===== src/verilog/scgd_pkg.sv =====
// scgd_pkg: register map, field layout and timing for sleep clock gating
// assumes one system clock; model-specific register port is 64 bits wide
package scgd_pkg;
  localparam int unsigned SCGD_ADDR_W = 32;
  localparam int unsigned SCGD_DATA_W = 64;
  // register addresses as printed
  localparam logic [31:0] SCGD_A_DELAY = 32'h51700008;
  localparam logic [31:0] SCGD_A_MASK = 32'h51700009;
  localparam logic [31:0] SCGD_A_GLB = 32'h5170000b;
  localparam logic [31:0] SCGD_A_DBG = 32'h5170000c;
  // field layout
  localparam int unsigned SCGD_DELAY_W = 24;
  localparam int unsigned SCGD_MASK_W = 46;
  localparam int unsigned SCGD_GLB_EN_BIT = 1;
  // reset values
  localparam logic [23:0] SCGD_DELAY_RST = 24'h000000;
  localparam logic [45:0] SCGD_MASK_RST = 46'h0000_0000_0000;
  localparam logic SCGD_EN_RST = 1'b0;
  localparam logic [63:0] SCGD_DBG_RST = 64'h0000_0000_0000_0000;
  // one delay unit is this many system clocks
  localparam int unsigned SCGD_TICK_DIV = 16;

  typedef struct packed {
    logic [31:0] addr;
    logic wr;
    logic rd;
    logic [63:0] wdata;
  } scgd_req_t;

  typedef struct packed {
    logic valid;
    logic [63:0] rdata;
  } scgd_rsp_t;

  typedef enum logic [1:0] {
    SCGD_IDLE,
    SCGD_WAIT,
    SCGD_GATED
  } scgd_state_t;
endpackage


===== src/verilog/scgd_gate_ctrl.sv =====
// scgd_gate_ctrl: sleep clock mask, gating delay and mode select
// assumes suspend acknowledge arrives from a pin; unit ready is same clock
`timescale 1ns/1ns

// Operation
// - with delay gating on, wait the 24-bit delay after ack, then gate
// - with delay gating on, the acknowledge-based readiness is ignored
// - delay gating off and delay non-zero: delay is timeout for ack gating
// - delay counts units of sixteen system clocks
// - delay register bits 63:24 read zero
// - set mask bits force matching clocks off on sleep entry
// - global bit 1 selects delay gating, zero selects ack gating
module scgd_gate_ctrl
  import scgd_pkg::*;
(
  input wire logic i_clk_sys,
  input wire logic i_rst_n,
  input wire scgd_req_t i_msr_req,
  input wire logic i_suspend_acknowledge_n,
  input wire logic i_ack_based_gating,
  output scgd_rsp_t o_msr_rsp,
  output logic [SCGD_MASK_W-1:0] o_clock_force_off,
  output logic o_gating_active,
  output logic o_delay_gating_enable
);
  logic [SCGD_DELAY_W-1:0] gating_delay;
  logic [SCGD_MASK_W-1:0] sleep_clock_mask;
  logic delay_gating_enable;
  logic [SCGD_DATA_W-1:0] debug_output;
  logic susp_meta;
  logic susp_sync_n;
  logic susp_prev;
  scgd_state_t state;
  scgd_state_t next_state;
  logic [SCGD_DELAY_W-1:0] units;
  logic tick;
  logic [SCGD_MASK_W-1:0] next_force_off;
  scgd_rsp_t next_rsp;

  // address decode
  wire sel_delay = (i_msr_req.addr == SCGD_A_DELAY);
  wire sel_mask = (i_msr_req.addr == SCGD_A_MASK);
  wire sel_glb = (i_msr_req.addr == SCGD_A_GLB);
  wire sel_dbg = (i_msr_req.addr == SCGD_A_DBG);
  wire wr_delay = i_msr_req.wr && sel_delay;
  wire wr_mask = i_msr_req.wr && sel_mask;
  wire wr_glb = i_msr_req.wr && sel_glb;
  wire wr_dbg = i_msr_req.wr && sel_dbg;

  // pin synchroniser, first stage read only by the second
  always_ff @(posedge i_clk_sys) begin
    if (!i_rst_n) begin
      susp_meta <= 1'b1;
      susp_sync_n <= 1'b1;
      susp_prev <= 1'b0;
    end else begin
      susp_meta <= i_suspend_acknowledge_n;
      susp_sync_n <= susp_meta;
      susp_prev <= !susp_sync_n;
    end
  end

  wire susp_active = !susp_sync_n;
  wire susp_rise = susp_active && !susp_prev;

  // register writes; unused fields are dropped on purpose
  always_ff @(posedge i_clk_sys) begin
    if (!i_rst_n) begin
      gating_delay <= SCGD_DELAY_RST;
      sleep_clock_mask <= SCGD_MASK_RST;
      delay_gating_enable <= SCGD_EN_RST;
      debug_output <= SCGD_DBG_RST;
    end else begin
      if (wr_delay) gating_delay <= i_msr_req.wdata[SCGD_DELAY_W-1:0];
      if (wr_mask) sleep_clock_mask <= i_msr_req.wdata[SCGD_MASK_W-1:0];
      // bit 0 is not stored, so a stray one has no effect
      if (wr_glb) delay_gating_enable <= i_msr_req.wdata[SCGD_GLB_EN_BIT];
      if (wr_dbg) debug_output <= i_msr_req.wdata;
    end
  end

  scgd_tick_div #(
    .DIV(SCGD_TICK_DIV)
  ) u_tick (
    .i_clk_sys(i_clk_sys),
    .i_rst_n(i_rst_n),
    .i_restart(susp_rise),
    .o_tick(tick)
  );

  // elapsed units since acknowledge, saturating at the field limit
  always_ff @(posedge i_clk_sys) begin
    if (!i_rst_n || susp_rise || !susp_active) begin
      units <= '0;
    end else if (tick && units != '1) begin
      units <= units + 1'b1;
    end
  end

  wire delay_done = (units >= gating_delay);
  wire timeout_on = (gating_delay != '0);
  // delay path, readiness ignored while delay mode is on
  // readiness or non-zero timeout in ack mode
  wire gate_now = delay_gating_enable ? delay_done :
                  (i_ack_based_gating || (timeout_on && delay_done));

  // sequencer: wait after ack, then hold clocks gated
  always_comb begin
    next_state = state;
    case (state)
      SCGD_IDLE: begin
        if (susp_rise) next_state = SCGD_WAIT;
      end
      SCGD_WAIT: begin
        if (!susp_active) next_state = SCGD_IDLE;
        else if (gate_now) next_state = SCGD_GATED;
      end
      SCGD_GATED: begin
        if (!susp_active) next_state = SCGD_IDLE;
      end
      default: next_state = SCGD_IDLE;
    endcase
  end

  // masked clocks forced off while gated
  assign next_force_off = (next_state == SCGD_GATED) ? sleep_clock_mask :
                          '0;

  always_ff @(posedge i_clk_sys) begin
    if (!i_rst_n) begin
      state <= SCGD_IDLE;
      o_clock_force_off <= '0;
    end else begin
      state <= next_state;
      o_clock_force_off <= next_force_off;
    end
  end

  // read mux; unmapped addresses answer zero
  always_comb begin
    next_rsp.valid = i_msr_req.rd;
    next_rsp.rdata = '0;
    if (sel_delay) begin
      next_rsp.rdata = {40'h00_0000_0000, gating_delay};
    end else if (sel_mask) begin
      next_rsp.rdata = {18'h0_0000, sleep_clock_mask};
    end else if (sel_glb) begin
      next_rsp.rdata = {62'h0, delay_gating_enable, 1'b0};
    end else if (sel_dbg) begin
      next_rsp.rdata = debug_output;
    end
  end

  // read answer one cycle after the strobe
  always_ff @(posedge i_clk_sys) begin
    if (!i_rst_n) begin
      o_msr_rsp <= '0;
    end else begin
      o_msr_rsp.valid <= next_rsp.valid;
      if (i_msr_req.rd) o_msr_rsp.rdata <= next_rsp.rdata;
    end
  end

  assign o_gating_active = (state == SCGD_GATED);
  assign o_delay_gating_enable = delay_gating_enable;
endmodule // scgd_gate_ctrl


===== src/verilog/scgd_tick_div.sv =====
// scgd_tick_div: one-cycle enable every DIV clocks
// assumes a synchronous active-low reset and a restart from the owner
`timescale 1ns/1ns
module scgd_tick_div #(
  parameter int unsigned DIV = 16
) (
  input wire logic i_clk_sys,
  input wire logic i_rst_n,
  input wire logic i_restart,
  output logic o_tick
);
  localparam int unsigned CW = $clog2(DIV);
  localparam logic [CW-1:0] LAST = CW'(DIV - 1);
  logic [CW-1:0] cnt;
  wire at_last = (cnt == LAST);

  // free counter, restart lines the first tick up with the event
  always_ff @(posedge i_clk_sys) begin
    if (!i_rst_n || i_restart || at_last) begin
      cnt <= '0;
    end else begin
      cnt <= cnt + 1'b1;
    end
  end

  assign o_tick = at_last && !i_restart;
endmodule // scgd_tick_div

===== config.mk =====
export PLATFORM = sky130hd
export DESIGN_NAME = scgd_gate_ctrl
export DESIGN_NICKNAME = d
export VERILOG_FILES = /design/src/verilog/scgd_pkg.sv /design/src/verilog/scgd_gate_ctrl.sv /design/src/verilog/scgd_tick_div.sv
export SDC_FILE = /design/constraint.sdc
export NUM_CORES = 1
export LEC_CHECK = 0
export BUFFER_PORTS_ARGS = -buffer_cell sky130_fd_sc_hd__buf_4
export CORE_MARGIN = 2
export CORE_UTILIZATION = 50
export DETAILED_ROUTE_END_ITERATION = 12
export GPL_TIMING_DRIVEN = 1
export PLACE_DENSITY_LB_ADDON = 0.08
export SYNTH_ARGS = -nofsm -noshare
export SYNTH_HDL_FRONTEND = slang
export SYNTH_HIERARCHICAL = 1
export SYNTH_SLANG_ARGS = --single-unit
export TNS_END_PERCENT = 20

===== constraint.sdc =====
create_clock -name i_clk_sys -period 1.8 [get_ports i_clk_sys]
set_input_delay 0.36 -clock i_clk_sys [delete_from_list [all_inputs] [get_ports i_clk_sys]]
set_output_delay 0.36 -clock i_clk_sys [all_outputs]
set_load 0.01 [all_outputs]

==> run summary <==
Fin cells: 2025
Final core occ: 0.6961
Setup Crit Path Kind: reg -> reg
Max Freq: 458.6 MHz
Commonest cells after routing, fill and taps aside: nand2_1 (332), buf_4 (319), dfxtp_1 (268)
Post-synth EDFFs: 0
First-pass GRT wire length: 52.92 mm
Peak fanout along the critical path: 9
Critical Path RT: 2.27 ns
Critical Path Max Stage Delay: 0.33 ns
CTS tree: yes
Leakage power: 0.006033 uW
Dpl hpwl: 22.66 mm
Synth Area in Compound Gates: 0.1781
Slew headroom: 0.6522
WP data arrival: 2.65 ns
Placed cell count: 1962
Routed Antenna Nets: 0
Number of global-route vias before repair: 10265
Crit. End Element: flip-flop
# IOs: 215
Worst r2r src: gating_delay[16]
Fill cells: 1838
Top_reg_cell synth: dfxtp_1
Hold path start: i_msr_req[52]
Ys async rst share: 0
DRT iter0 DRCs: 760
Area delta synth->final: 35.61%
Sequential share of the synthesized area: 0.4777
Largest family of logic cells by synthesized area: simple AND/OR/NAND/NOR gates
Hold path depth: 3
DRC: 0
Slowest cell on crit path: dfxtp_2
Skew final: 0.005542 ns
Avg Inst Size Synth: 8.328 um2
Worst hold path class: in -> reg
Hold endpoint: debug_output[52]
Row count: 55
# setup viols final: 60
Syn_nets: 1532
Crit-path cells: inv_1, ha_1, nand4_1, nor4_2, buf_4, o21ai_4, a21oi_2, a21oi_4, buf_12, clkbuf_16, nor2b_1
Clk pin slew, worst setup/hold paths: 0.07 ns
Final Hold Viols: 0
Gp weighted congestion: 0.8280
Commonest non-fill, non-tap cell in the layout: nand2_1
XOR/XNOR share of the synthesized area: 0.01648
Buffers & Inverters on Critical Path: 4
Multiplexer share of the synthesized area: 0.0008561
Pwr Total: 13160 uW
Critical R2R Capture: o_clock_force_off[19]
Mapped Cells: 1404
Max-slew violation count: 0
Final setup TNS: -15.81 ns
Antenna violations before repair: 0
Worst-margin pin slew: 0.5217 ns
Detailed Routing Iterations Pass 1: 6
IO buf count: 214
Full die area: 24620 um2
RSZ-0062 raised after global routing: true
Wire per inst: 16.53 um
Starting density of the core: 0.5133
Largest net degree at the start of global routing: 130
Clock buffer count from CTS: 29
Final worst slack: -0.3804 ns
# clock sinks: 279
Die Y: 156.9 um
Register bit total from synthesis: 279
Simple-gate share of the synthesized area: 0.2528
Layout cells sized above 1: 0.2658
Failing checks: negative setup slack
Synth warnings: 6
Syn Std Cell Area: 11690 um2
Antenna Cells: 0
Final period util: 1.211
R2R depth: 11
Post-Synth Adder-Cell Area: 0.02782
GRT Overall Usage: 0.2667
Yosys cell types: 49
DP Worst Slack: -0.4412 ns
Tmin final: 2.180 ns
Post-Route WL: 33.47 mm
Worst VDD drop: 0.7319 mV
Longest Clk Path Bufs: 3
Max Cap Viol: 0
GR Overflow Total: 0
Vias per std cell: 5.285
CP delay by family, top: simple AND/OR/NAND/NOR gates
Pwr/cell area: 829.7 nW/um2
H-tree Lvls: 1
Clock Latency Late Sink: 0.54 ns
Outcome: finished, violations left
CTS root buffer: clkbuf_16
Via count: 10703
Core footprint: 22780 um2
Post-layout net count: 1820
Worst reg2reg setup slack: -0.38 ns
Chip width: 156.9 um
CP Launch Type: flip-flop
## final cells by class
class | instances | area, um2 | share of cell area
clock buffer | 34 | 774.5 | 0.04884
clock inverter | 17 | 244.0 | 0.01539
inverter | 34 | 127.6 | 0.008049
multi-input combinational | 1001 | 5796 | 0.3655
sequential | 279 | 5599 | 0.3531
tap | 313 | 391.6 | 0.02470
timing repair buffer | 347 | 2924 | 0.1844
## stage by stage
step	hold slack, ns	instance area [um2]
finish	0.07153	15860
global route	0.07159	15860
CTS	0.05145	15710
detailed placement	0.4015	14490
global placement	0.4026	14490
floorplan	0.3863	11740
## power breakdown
| group | leakage [uW] | total [uW] | switching, uW | internal, uW |
|---|---|---|---|---|
| combinational | 0.00328 | 596 | 296 | 300 |
| clock | 0.000502 | 6370 | 2450 | 3920 |
| sequential | 0.00225 | 6190 | 5.95 | 6180 |
| total | 0.00603 | 13200 | 2750 | 10400 |
## worst min-delay path, cell delays in order
cell      delay [ns]
buf_4           0.11
nand2_1         0.04
a21boi_1        0.05
## flip-flops by register name, indices dropped and copies added, names as in the netlist
register / count
o_msr_rsp: 65
debug_output: 64
o_clock_force_off: 46
sleep_clock_mask: 46
gating_delay: 24
units: 24
u_tick/cnt: 4
state: 2
o_delay_gating_enable: 1
susp_meta: 1
susp_prev: 1
susp_sync_n: 1
## worst max path at each step
| stage | from | to | slack, ns | depth (start not counted) |
|---|---|---|---|---|
| after global routing | gating_delay[17] | o_clock_force_off[19] | -0.43 | 11 |
| after detailed placement | i_msr_req[79] | debug_output[14] | -0.44 | 9 |
| after global placement | gating_delay[22] | o_clock_force_off[5] | -0.35 | 10 |
| after floorplan | u_tick/cnt[0] | units[17] | -0.04 | 8 |
| after CTS | gating_delay[17] | o_clock_force_off[20] | -0.28 | 11 |
| final | gating_delay[16] | o_clock_force_off[19] | -0.38 | 11 |
## metal layers
layer  up-vias  wire (um)  GRT usage
met2       335      14940     0.4198
met4         0        911    0.07427
met1      5031      15380     0.3735
li1       5278          -          -
met3        59       2238    0.05259
met5         -          0          0
## cell usage after synthesis (6+ instances only)
cell type    n  share of area
nand3_1     60          0.026
xor2_1      11         0.0082
a21boi_0    91          0.058
nor2_1      87          0.028
and3_1       6         0.0032
nor4_1      12         0.0064
nor3_1       9         0.0039
ha_1        26          0.028
buf_2       16         0.0068
a22oi_1     23          0.015
buf_1        6         0.0019
clkbuf_1    59          0.019
a21boi_1    84          0.054
a21oi_1     41          0.018
xnor2_1     11         0.0082
o21ai_0     34          0.015
nand2b_1    45          0.024
nand2_1    333           0.11
inv_1       34          0.011
buf_6        6         0.0058
o21ai_1     21         0.0090
dfxtp_1    279           0.48
nor2b_1     51          0.027
nand4_1     17         0.0091
## cell families after synthesis
| family | Yosys count |
|---|---|
| AND/OR/NAND/NOR | 645 |
| AO/OA/AOI/OAI | 307 |
| flip-flops | 279 |
| buffers and inverters | 124 |
| adder cells (fa/ha/maj) | 26 |
| XOR/XNOR | 22 |
| multiplexers | 1 |
## what timing repair did
action / in CTS / in global routing
buffers inserted: 6 / 4
endpoints found under the hold margin: 1 / 0
endpoints found under the setup margin: 59 / 70
hold buffers: 1 / 0
gates resized for setup: 33 / 24
gates cloned: 1 / 1
pin swaps: 11 / 7
(Power assumes the default switching activity.)
